===== config.mk =====
export PLATFORM = sky130hd
export DESIGN_NAME = sev_status_regs
export DESIGN_NICKNAME = d
export VERILOG_FILES = /design/src/inc/sev_pkg.sv /design/src/inc/sev_evt_if.sv /design/src/rtl/sev_event_bank.sv /design/src/rtl/sev_status_regs.sv
export SDC_FILE = /design/constraint.sdc
export NUM_CORES = 1
export LEC_CHECK = 0
export BUFFER_PORTS_ARGS = -buffer_cell sky130_fd_sc_hd__buf_2
export CORE_UTILIZATION = 61
export CTS_BUF_LIST = sky130_fd_sc_hd__clkbuf_16
export CTS_CLUSTER_DIAMETER = 80
export DETAILED_ROUTE_END_ITERATION = 6
export PLACE_DENSITY_LB_ADDON = 0.1
export SYNTH_ARGS = -nofsm -noshare
export SYNTH_HDL_FRONTEND = slang
export SYNTH_HIERARCHICAL = 1
export SYNTH_SLANG_ARGS = --single-unit

===== constraint.sdc =====
create_clock -name clk -period 3.6 [get_ports clk]
set_clock_uncertainty 0.15 [all_clocks]
set_input_delay 0.54 -clock clk [delete_from_list [all_inputs] [get_ports clk]]
set_output_delay 0.54 -clock clk [all_outputs]
set_load 0.05 [all_outputs]

===== src/inc/sev_pkg.sv =====
// Shared constants for the status event register bank
package sev_pkg;
  // Register width
  localparam int REG_W = 16;
  // Bit positions, measurement event register
  localparam int BIT_OVERFLOW = 0;
  localparam int BIT_LOW1     = 1;
  localparam int BIT_HIGH1    = 2;
  localparam int BIT_LOW2     = 3;
  localparam int BIT_HIGH2    = 4;
  localparam int BIT_READY    = 5;
  localparam int BIT_HAS_RDG  = 7;
  localparam int BIT_HALF     = 8;
  localparam int BIT_FULL     = 9;
  // Bit positions, questionable event register
  localparam int BIT_JUNCTION = 4;
  localparam int BIT_CAL      = 8;
  localparam int BIT_WARN     = 14;
  // Bit positions, operation event register
  localparam int BIT_MEASURING  = 4;
  localparam int BIT_TRIGGERING = 5;
  localparam int BIT_IDLE       = 10;
  // Bits that exist in each register; all others stay zero
  localparam logic [15:0] MEAS_USED = 16'h03bf;
  localparam logic [15:0] QUES_USED = 16'h4110;
  localparam logic [15:0] OPER_USED = 16'h0430;
  // Reset values
  localparam logic [15:0] EVT_RESET = 16'h0000;
  localparam logic [15:0] ENA_RESET = 16'h0000;
  // Register select, one-hot
  typedef enum logic [2:0] {
    SEV_SEL_MEAS = 3'b001,
    SEV_SEL_QUES = 3'b010,
    SEV_SEL_OPER = 3'b100
  } sev_sel_t;
endpackage


===== src/inc/sev_evt_if.sv =====
`timescale 1ns/1ps
// Signals between the controller and one event register bank
interface sev_evt_if;
  logic        ce;      // Clock enable
  logic [15:0] cond;    // Condition inputs, level
  logic [15:0] used;    // Bits that exist
  logic        rdClr;   // Read of this register, clears it
  logic        enWr;    // Enable register write
  logic        preset;  // Clear enable register
  logic [15:0] enData;  // Enable write data
  logic [15:0] evt;     // Event register contents
  logic [15:0] ena;     // Enable register contents
  logic        summary; // Masked summary
  modport bank (
    input  ce, cond, used, rdClr, enWr, preset, enData,
    output evt, ena, summary
  );
  modport ctrl (
    output ce, cond, used, rdClr, enWr, preset, enData,
    input  evt, ena, summary
  );
endinterface


===== src/rtl/sev_event_bank.sv =====
`timescale 1ns/1ps
// One event register with its enable mask and summary bit
module sev_event_bank
  import sev_pkg::*;
(
  input wire logic clk,
  input wire logic reset,
  sev_evt_if.bank  io
);
  // Whole state of the bank
  typedef struct packed {
    logic [15:0] evt;     // Latched events
    logic [15:0] ena;     // Enable mask
    logic        summary; // Any enabled event
  } sev_bank_t;

  sev_bank_t st_r;   // Registered state
  sev_bank_t st_nxt; // Next state

  // Next state; a condition in the cycle of a read wins over the clear
  always_comb begin
    st_nxt = st_r;
    if (io.ce) begin
      // Clear on read, then latch conditions, unused bits forced low
      st_nxt.evt = ((st_r.evt & ~{REG_W{io.rdClr}}) | io.cond)
                   & io.used;
      // Preset beats a write of the enable mask
      if (io.preset) begin
        st_nxt.ena = ENA_RESET;
      end else if (io.enWr) begin
        st_nxt.ena = io.enData;
      end
      // Masked events drive the summary
      st_nxt.summary = |(st_nxt.evt & st_nxt.ena);
    end
  end

  // State register
  always_ff @(posedge clk) begin
    if (reset) begin
      st_r <= '{evt: EVT_RESET, ena: ENA_RESET, summary: 1'b0};
    end else begin
      st_r <= st_nxt;
    end
  end

  assign io.evt     = st_r.evt;
  assign io.ena     = st_r.ena;
  assign io.summary = st_r.summary;
endmodule


===== src/rtl/sev_status_regs.sv =====
`timescale 1ns/1ps
// How it works
// - Reading an event register clears it
// - Read returns register bits as a value
// - Bit 0 measurement: reading overflow
// - Bit 1 measurement: below lower limit one
// - Bit 2 measurement: above upper limit one
// - Bit 3 measurement: below lower limit two
// - Bit 4 measurement: above upper limit two
// - Bit 5 measurement: reading processed
// - Bit 7 measurement: buffer holds two readings
// - Bit 8 measurement: buffer half full
// - Bit 9 measurement: buffer full
// - Bit 4 questionable: invalid reference junction
// - Bad calibration sets bit 8, substitutes default
// - Calibration error clears after good calibration
// - Bit 14 questionable: command parameter ignored
// - Fault lamp on while questionable event present
// - Bit 4 operation: measuring
// - Bit 5 operation: in device action
// - Bit 10 operation: idle
// - Enable mask gates event onto summary
module sev_status_regs
  import sev_pkg::*;
(
  input  wire logic        clk,
  input  wire logic        reset,
  input  wire logic        clkEn,
  input  wire logic        readingOverflow,
  input  wire logic        belowLowerLimitOne,
  input  wire logic        aboveUpperLimitOne,
  input  wire logic        belowLowerLimitTwo,
  input  wire logic        aboveUpperLimitTwo,
  input  wire logic        newReadingReady,
  input  wire logic        bufferHasReadings,
  input  wire logic        bufferHalfLevel,
  input  wire logic        bufferFullFlag,
  input  wire logic        junctionInvalid,
  input  wire logic        calConstBad,
  input  wire logic        calDone,
  input  wire logic        cmdParamIgnored,
  input  wire logic        measuring,
  input  wire logic        triggering,
  input  wire logic        idle,
  input  wire logic        queryStrobe,
  input  wire sev_sel_t    querySel,
  input  wire logic        enableWrite,
  input  wire sev_sel_t    enableSel,
  input  wire logic [15:0] enableData,
  input  wire logic        presetStrobe,
  output logic             queryValid,
  output logic [15:0]      queryData,
  output logic             measSummary,
  output logic             quesSummary,
  output logic             operSummary,
  output logic             calDefaultUsed,
  output logic             faultLamp
);
  // Pick one of three words by one-hot select; unknown codes give zero
  function automatic logic [15:0] pickWord(
    input sev_sel_t    sel,
    input logic [15:0] m,
    input logic [15:0] q,
    input logic [15:0] o
  );
    logic [15:0] w;
    w = 16'h0000;
    if (sel == SEV_SEL_MEAS) begin
      w = m;
    end else if (sel == SEV_SEL_QUES) begin
      w = q;
    end else if (sel == SEV_SEL_OPER) begin
      w = o;
    end
    return w;
  endfunction

  // Whole state of the controller
  typedef struct packed {
    logic [15:0] queryData;  // Last value read
    logic        queryValid; // Answer pulse
    logic        calErr;     // Calibration constant invalid
    logic        faultLamp;  // Front-panel fault indicator
  } sev_top_t;

  sev_top_t st_r;   // Registered state
  sev_top_t st_nxt; // Next state

  sev_evt_if mIf (); // Measurement bank
  sev_evt_if qIf (); // Questionable bank
  sev_evt_if oIf (); // Operation bank

  logic [15:0] mCond; // Measurement conditions
  logic [15:0] qCond; // Questionable conditions
  logic [15:0] oCond; // Operation conditions
  logic        rdAny; // Accepted query this cycle

  // Gather measurement conditions at their bit positions
  always_comb begin
    mCond = 16'h0000;
    mCond[BIT_OVERFLOW] = readingOverflow;
    mCond[BIT_LOW1]     = belowLowerLimitOne;
    mCond[BIT_HIGH1]    = aboveUpperLimitOne;
    mCond[BIT_LOW2]     = belowLowerLimitTwo;
    mCond[BIT_HIGH2]    = aboveUpperLimitTwo;
    mCond[BIT_READY]    = newReadingReady;
    mCond[BIT_HAS_RDG]  = bufferHasReadings;
    mCond[BIT_HALF]     = bufferHalfLevel;
    mCond[BIT_FULL]     = bufferFullFlag;
  end

  // Questionable conditions; calibration bit stays while the error holds
  always_comb begin
    qCond = 16'h0000;
    qCond[BIT_JUNCTION] = junctionInvalid;
    qCond[BIT_CAL]      = st_r.calErr;
    qCond[BIT_WARN]     = cmdParamIgnored;
  end

  // Operation conditions
  always_comb begin
    oCond = 16'h0000;
    oCond[BIT_MEASURING]  = measuring;
    oCond[BIT_TRIGGERING] = triggering;
    oCond[BIT_IDLE]       = idle;
  end

  assign rdAny = clkEn & queryStrobe;

  // Drive the three banks
  assign mIf.ce     = clkEn;
  assign mIf.cond   = mCond;
  assign mIf.used   = MEAS_USED;
  assign mIf.rdClr  = rdAny & (querySel == SEV_SEL_MEAS);
  assign mIf.enWr   = enableWrite & (enableSel == SEV_SEL_MEAS);
  assign mIf.preset = presetStrobe;
  assign mIf.enData = enableData;

  assign qIf.ce     = clkEn;
  assign qIf.cond   = qCond;
  assign qIf.used   = QUES_USED;
  assign qIf.rdClr  = rdAny & (querySel == SEV_SEL_QUES);
  assign qIf.enWr   = enableWrite & (enableSel == SEV_SEL_QUES);
  assign qIf.preset = presetStrobe;
  assign qIf.enData = enableData;

  assign oIf.ce     = clkEn;
  assign oIf.cond   = oCond;
  assign oIf.used   = OPER_USED;
  assign oIf.rdClr  = rdAny & (querySel == SEV_SEL_OPER);
  assign oIf.enWr   = enableWrite & (enableSel == SEV_SEL_OPER);
  assign oIf.preset = presetStrobe;
  assign oIf.enData = enableData;

  // Measurement event register
  sev_event_bank uMeas (
    .clk   (clk),
    .reset (reset),
    .io    (mIf.bank)
  );

  // Questionable event register
  sev_event_bank uQues (
    .clk   (clk),
    .reset (reset),
    .io    (qIf.bank)
  );

  // Operation event register
  sev_event_bank uOper (
    .clk   (clk),
    .reset (reset),
    .io    (oIf.bank)
  );

  // Next state of the controller
  always_comb begin
    st_nxt = st_r;
    if (clkEn) begin
      // Answer pulse lasts one enabled cycle
      st_nxt.queryValid = 1'b0;
      if (queryStrobe) begin
        // Binary pattern is the decimal weight sum
        st_nxt.queryData  = pickWord(querySel, mIf.evt,
                                     qIf.evt, oIf.evt);
        st_nxt.queryValid = 1'b1;
      end
      // Bad constant found beats a finished calibration
      if (calConstBad) begin
        st_nxt.calErr = 1'b1;
      end else if (calDone) begin
        st_nxt.calErr = 1'b0;
      end
      // Lamp follows the questionable register
      st_nxt.faultLamp = |qIf.evt;
    end
  end

  // State register
  always_ff @(posedge clk) begin
    if (reset) begin
      st_r <= '{queryData: 16'h0000, queryValid: 1'b0,
                calErr: 1'b0, faultLamp: 1'b0};
    end else begin
      st_r <= st_nxt;
    end
  end

  // Outputs, all from flip-flops
  assign queryValid     = st_r.queryValid;
  assign queryData      = st_r.queryData;
  assign measSummary    = mIf.summary;
  assign quesSummary    = qIf.summary;
  assign operSummary    = oIf.summary;
  assign calDefaultUsed = st_r.calErr;
  assign faultLamp      = st_r.faultLamp;
endmodule


==> results.json, run 1 <==
{
  "synth-seq-cells": 118,
  "dieArea_sq_mm": 0.0109,
  "ys_top_cells_by_area": "dfxtp_1, a21oi_1, mux2i_1",
  "irDropWorstVdd_v": 0.000320,
  "synth-async-reset-ratio_pct": 0,
  "die_w_um": 104,
  "route.detailed.drc": 0,
  "tns_ps": 0,
  "syn_inst": 749,
  "numCtsBuffers": 17,
  "ys_warn_count": 6,
  "htreeDepth": 4,
  "yosysMostFrequentCell": "dfxtp_1",
  "portBuffers": 65,
  "io-pin-count": 66,
  "synth_top_area_share_pct": 36.9,
  "nFillCells": 762,
  "grt_pass1_vias": 5837,
  "grt-ovfl-total": 0,
  "grt_antenna_before_repair": 0,
  "cp_max_fo": 19,
  "cts_buffer_depth": 2,
  "synth-adder-area-share_pct": 0,
  "leakagePower_nw": 3.03,
  "drv_slew": 0,
  "synth_area_leader_cell": "dfxtp_1",
  "p_per_area_mw_per_mm2": 433,
  "drt_iter0_markers": 624,
  "cts_sinks": 118,
  "period_minus_slack_ps": 2630,
  "ctsHoldBuffers": 0,
  "clkLatencyLatePin_ps": 410,
  "die_h_um": 104,
  "cp.arrival_ps": 2770,
  "synthMuxAreaShare_pct": 8.91,
  "dpl.hpwl_um": 13600,
  "worstMarginPinSlew_ps": 1220,
  "drive_above_1_share_pct": 19.3,
  "grt_pass1_wl_um": 30300,
  "worstSetupStartpointType": "input port",
  "hold_viol": 0,
  "synth_compound_area_share_pct": 26.8,
  "status": "finished, final reports clean",
  "num_antenna_cells": 0,
  "vias": 6233,
  "syn2layout_area_growth_pct": 21.1,
  "rsz0062_at_grt": "no",
  "synth_cell_types": 41,
  "synth-edff-count": 0,
  "synth_top_family_by_area": "compound AO/OA/AOI/OAI gates",
  "cts_tree": "yes",
  "fp-row-count": 37,
  "period_share_pct": 73.1,
  "grt_util_all_layers_pct": 36.0,
  "firstDrtPassIters": 5,
  "ys.flop_type": "dfxtp_1",
  "cts_resized": 0,
  "avgSynthCellArea_sq_um": 8.55,
  "setup_viol": 0,
  "synth_common_cells": "dfxtp_1, a21oi_1, nor2_1",
  "cts.clk_slew.worst_paths_ps": 60,
  "wire_per_inst_um": 18.1,
  "worstPathRequired_ps": 3740,
  "synth-simple-area-share_pct": 21.3,
  "synth-xor-area-share_pct": 0,
  "initial_core_util_pct": 62.6,
  "vias_per_cell": 5.88,
  "synth_seq_area_share_pct": 36.9,
  "post-cts-setup-buffers": 0,
  "hold_class": "in -> reg",
  "slew_headroom_pct": 17.6,
  "worst_setup_path_end_kind": "register",
  "ant_nets": 0,
  "dp.cells": 1028,
  "path_class": "in -> reg",
  "cts-root-buf": "clkbuf_16",
  "fmax_ghz": 0.380,
  "gp_congestion": 0.906,
  "core_sq_mm": 0.0102,
  "fin_cells": 1060,
  "maxCapViolations": 0,
  "wl_um": 19200,
  "syn_area_sq_mm": 0.00640,
  "final_nets": 955,
  "grt_max_degree": 85
}
-- final cells by class --
type	count	area, sq um	area share, %
multi-input cells	678	4190	54.0
flip-flops and latches	118	2360	30.5
clock buffers	17	425	5.49
repair buffers	78	425	5.49
well taps	136	170	2.19
clock inverters	15	116	1.50
inverters	18	67.6	0.871
-- power by group --
| part | total, mW | internal [mW] | leakage, nW | switching, mW |
|---|---|---|---|---|
| Clock | 1.56 | 0.935 | 0.257 | 0.625 |
| Combinational | 0.411 | 0.132 | 1.81 | 0.280 |
| Sequential | 1.38 | 1.35 | 0.960 | 0.0365 |
| Total | 3.36 | 2.41 | 3.03 | 0.941 |
-- registers in the layout, summed over array words and instances (netlist names) --
name / count
queryData: 16
uMeas/io.ena: 16
uMeas/io.evt: 16
uOper/io.ena: 16
uOper/io.evt: 16
uQues/io.ena: 16
uQues/io.evt: 16
calDefaultUsed: 1
faultLamp: 1
queryValid: 1
uMeas/io.summary: 1
uOper/io.summary: 1
uQues/io.summary: 1
-- path summary, 6_finish.rpt --
check	slack, ps	startpoint	end	cells after the start
min	240	calConstBad	calDefaultUsed$_SDFFE_PP0P_	3
min reg2reg	310	uMeas/io.ena[3]$_SDFFE_PP0P_	uMeas/io.ena[3]$_SDFFE_PP0P_	2
max	970	querySel[0]	uMeas/io.summary$_SDFFE_PP0P_	8
max reg2reg	1800	uQues/io.evt[4]$_SDFFE_PP0P_	uQues/io.summary$_SDFFE_PP0P_	5
-- stage by stage --
stage               utilization, %  hold WS, ps  power [mW]  setup WS, ps  area (sq um)
floorplan                        -          291        1.69           755          6880
CTS                           75.8          236        3.34           998          7750
global route                  75.8          246        3.45           827          7750
finish                        75.8          236        3.36           970          7750
global placement              70.5          299        1.79           665          7210
detailed placement            70.5          307        1.80           580          7210
-- layer usage --
metal	track usage, %	share of wire [%]	vias up
met1	46.6	42	2980
met3	7.39	8.2	39
li1	-	-	2927
met4	16.6	3.0	0
met5	0	0	-
met2	57.4	47	287
-- placed cells by master, fill, tap and decap left out, drive strengths merged, types with 8 or more instances in the layout --
cell,n
a211oi,20
a21o,16
a21oi,80
a22oi,34
a32oi,9
and2b,9
buf,78
clkbuf,17
clkinv,8
conb,128
dfxtp,118
inv,19
mux2,18
mux2i,30
nand2,44
nand3b,32
nor2,75
nor2b,31
nor3,16
nor4,12
o211ai,36
o21ai,33
or2,21
-- worst max-delay path, cell delays in order --
cell and delay (ps):
buf_2 300, nor3b_4 270, and2_1 560, and2b_1 280
o211ai_2 140, o2111ai_1 150, o41ai_2 420, a211oi_2 110
-- logic make-up (layout without fill, tap and decap cells) --
logic type | count (synthesis) | after routing
other | 2 | 128
multiplexers | 48 | 48
flip-flops | 118 | 118
AND/OR/NAND/NOR | 256 | 256
buffers and inverters | 79 | 128
AO/OA/AOI/OAI | 246 | 246
Power figures use the tool's default switching activity.
==> inputs of run 2 (changes only) <==
clock period = 2.5 ns   (was 3.6 ns; I/O delays follow)
==> run 2 against run 1 <==
Against the previous run:
- register-to-register slack worse by 1000 ps
- die area did not move
- critical endpoint is now uOper/io.summary$_SDFFE_PP0P_
- routed wire length is 0.50% lower
- combinational power increased by 51%
- critical path depth unchanged
- sequential cell count unchanged
- sequential share of layout area fell by 0.61 points
- global-route usage about the same
- setup slack worse by 600 ps
- via count is 0.83% lower
- non-clock buffer count grew 15
- highest routed layer unchanged
- clock power rose by 40%
==> results.json, run 2 (synthesis gave the netlist of run 1 again) <==
{
  "cts_buffer_depth": 2,
  "drive_above_1_share_pct": 20.0,
  "cts_tree": "yes",
  "p_per_area_mw_per_mm2": 608,
  "r2r_setup_slack_ps": 790,
  "die_w_um": 104,
  "worstSetupStartpointType": "input port",
  "status": "finished, final reports clean",
  "num_antenna_cells": 0,
  "wl_met3_um": 1370,
  "cp_cell_sequence": "buf_2 -> buf_4 -> nor4b_2 -> and2b_1 -> o211ai_2 -> o2111ai_1 -> o41ai_2 -> a211oi_2",
  "period_share_pct": 85.1,
  "grt_max_degree": 60,
  "period_minus_slack_ps": 2130,
  "dpl.hpwl_um": 13800,
  "place_area_sq_mm": 0.00739,
  "fmax_ghz": 0.470,
  "reg2reg_depth": 5,
  "maxCapViolations": 0,
  "dieArea_sq_mm": 0.0109,
  "cts_sinks": 118,
  "max_stage_delay_ps": 450,
  "wl_um": 19100,
  "cts_resized": 0,
  "cts.clk_slew.worst_paths_ps": 50,
  "grt_antenna_before_repair": 0,
  "die_h_um": 104,
  "final_nets": 970,
  "final_cell_mix": "conb_1, dfxtp_1, a21oi_1",
  "htreeDepth": 4,
  "wire_per_inst_um": 17.9,
  "slowest_stage": "nor4b_2",
  "cts-root-buf": "clkbuf_16",
  "leakagePower_nw": 3.14,
  "grt-ovfl-total": 0,
  "firstDrtPassIters": 5,
  "cp.arrival_ps": 2260,
  "worstPathRequired_ps": 2630,
  "fin_area_sq_mm": 0.00791,
  "fp-row-count": 37,
  "dp.cells": 1043,
  "r2r-start": "uQues/io.evt[4]$_SDFFE_PP0P_",
  "dp_slack_ps": -17.6,
  "portBuffers": 65,
  "grt_pass1_wl_um": 29900,
  "vias_per_cell": 5.77,
  "path_class": "in -> reg",
  "initial_core_util_pct": 62.6,
  "vias": 6181,
  "hold_class": "in -> reg",
  "drv_slew": 0,
  "top_layer_used": "met4",
  "post-cts-setup-buffers": 0,
  "core_sq_mm": 0.0102,
  "drt_iter0_markers": 543,
  "rr_endpoint": "uQues/io.summary$_SDFFE_PP0P_",
  "tns_ps": 0,
  "syn2layout_area_growth_pct": 23.6,
  "irDropWorstVdd_v": 0.000583,
  "cp_max_fo": 34,
  "grt_util_all_layers_pct": 36.0,
  "hold_viol": 0,
  "nFillCells": 770,
  "rsz0062_at_grt": "no",
  "wl_met2_um": 8760,
  "numCtsBuffers": 17,
  "fin_cells": 1071,
  "slew_headroom_pct": 20.6,
  "worst_setup_path_end_kind": "register",
  "worstMarginPinSlew_ps": 1180,
  "route.detailed.drc": 0,
  "critPathLaunch": "querySel[2]",
  "grt_pass1_vias": 5662,
  "setup_slack_ps": 373,
  "ant_nets": 0,
  "crit_end": "uOper/io.summary$_SDFFE_PP0P_",
  "clkLatencyLatePin_ps": 410,
  "setup_viol": 0,
  "ctsHoldBuffers": 0,
  "gp_congestion": 0.896,
  "met1Wirelength_um": 8220,
  "io-pin-count": 66,
  "layout_commonest_cell": "conb_1"
}
run 2: cell count changes in the layout (fill, tap and decap cells not counted), sizes merged:
cell	before	now
clkinv	8	5
inv	19	22
bufinv	1	2
clkinvlp	5	0
buf	78	93
run 2: layout make-up:
type	count	area (sq um)	share of cell area (%)
Clock buffer	17	425	5.38
Clock inverter	11	98.8	1.25
Inverter	18	67.6	0.854
Multi-Input combinational cell	678	4190	52.9
Sequential cell	118	2360	29.9
Tap cell	136	170	2.15
Timing Repair Buffer	93	601	7.59
run 2: routing by layer:
layer / vias up / GRT usage [%]
met3: 45 / 7.89
met1: 2913 / 47.2
met4: 0 / 17.4
met5: - / 0
met2: 266 / 55.8
li1: 2957 / -
run 2: per-stage QoR:
step,hold WS [ps],util (%),power [mW]
final,66.5,77.3,4.81
after CTS,58.8,77.3,4.81
after global routing,59.7,77.3,4.96
after floorplan,291,-,2.43
after global placement,300,72.2,2.61
after detailed placement,312,72.2,2.62
run 2: report_power, final:
group | internal (mW) | total [mW] | switching [mW]
logic | 0.211 | 0.620 | 0.409
clock network | 1.41 | 2.19 | 0.785
registers | 1.94 | 1.99 | 0.0506
run 2: worst max-delay path: cells and delay by family:
family,cells,cell delay (ps)
simple gates,2,710
compound gates,4,750
buf+inv,2,400
run 2: worst min path at each step:
| stage | slack, ps | start | cells past startpoint | endpoint |
|---|---|---|---|---|
| after detailed placement | 310 | uQues/io.ena[3]$_SDFFE_PP0P_ | 2 | uQues/io.ena[3]$_SDFFE_PP0P_ |
| final | 70 | calConstBad | 3 | calDefaultUsed$_SDFFE_PP0P_ |
| after floorplan | 290 | uMeas/io.ena[3]$_SDFFE_PP0P_ | 2 | uMeas/io.ena[3]$_SDFFE_PP0P_ |
| after global routing | 60 | calConstBad | 3 | calDefaultUsed$_SDFFE_PP0P_ |
| after CTS | 60 | calConstBad | 3 | calDefaultUsed$_SDFFE_PP0P_ |
| after global placement | 300 | uOper/io.ena[3]$_SDFFE_PP0P_ | 2 | uOper/io.ena[3]$_SDFFE_PP0P_ |
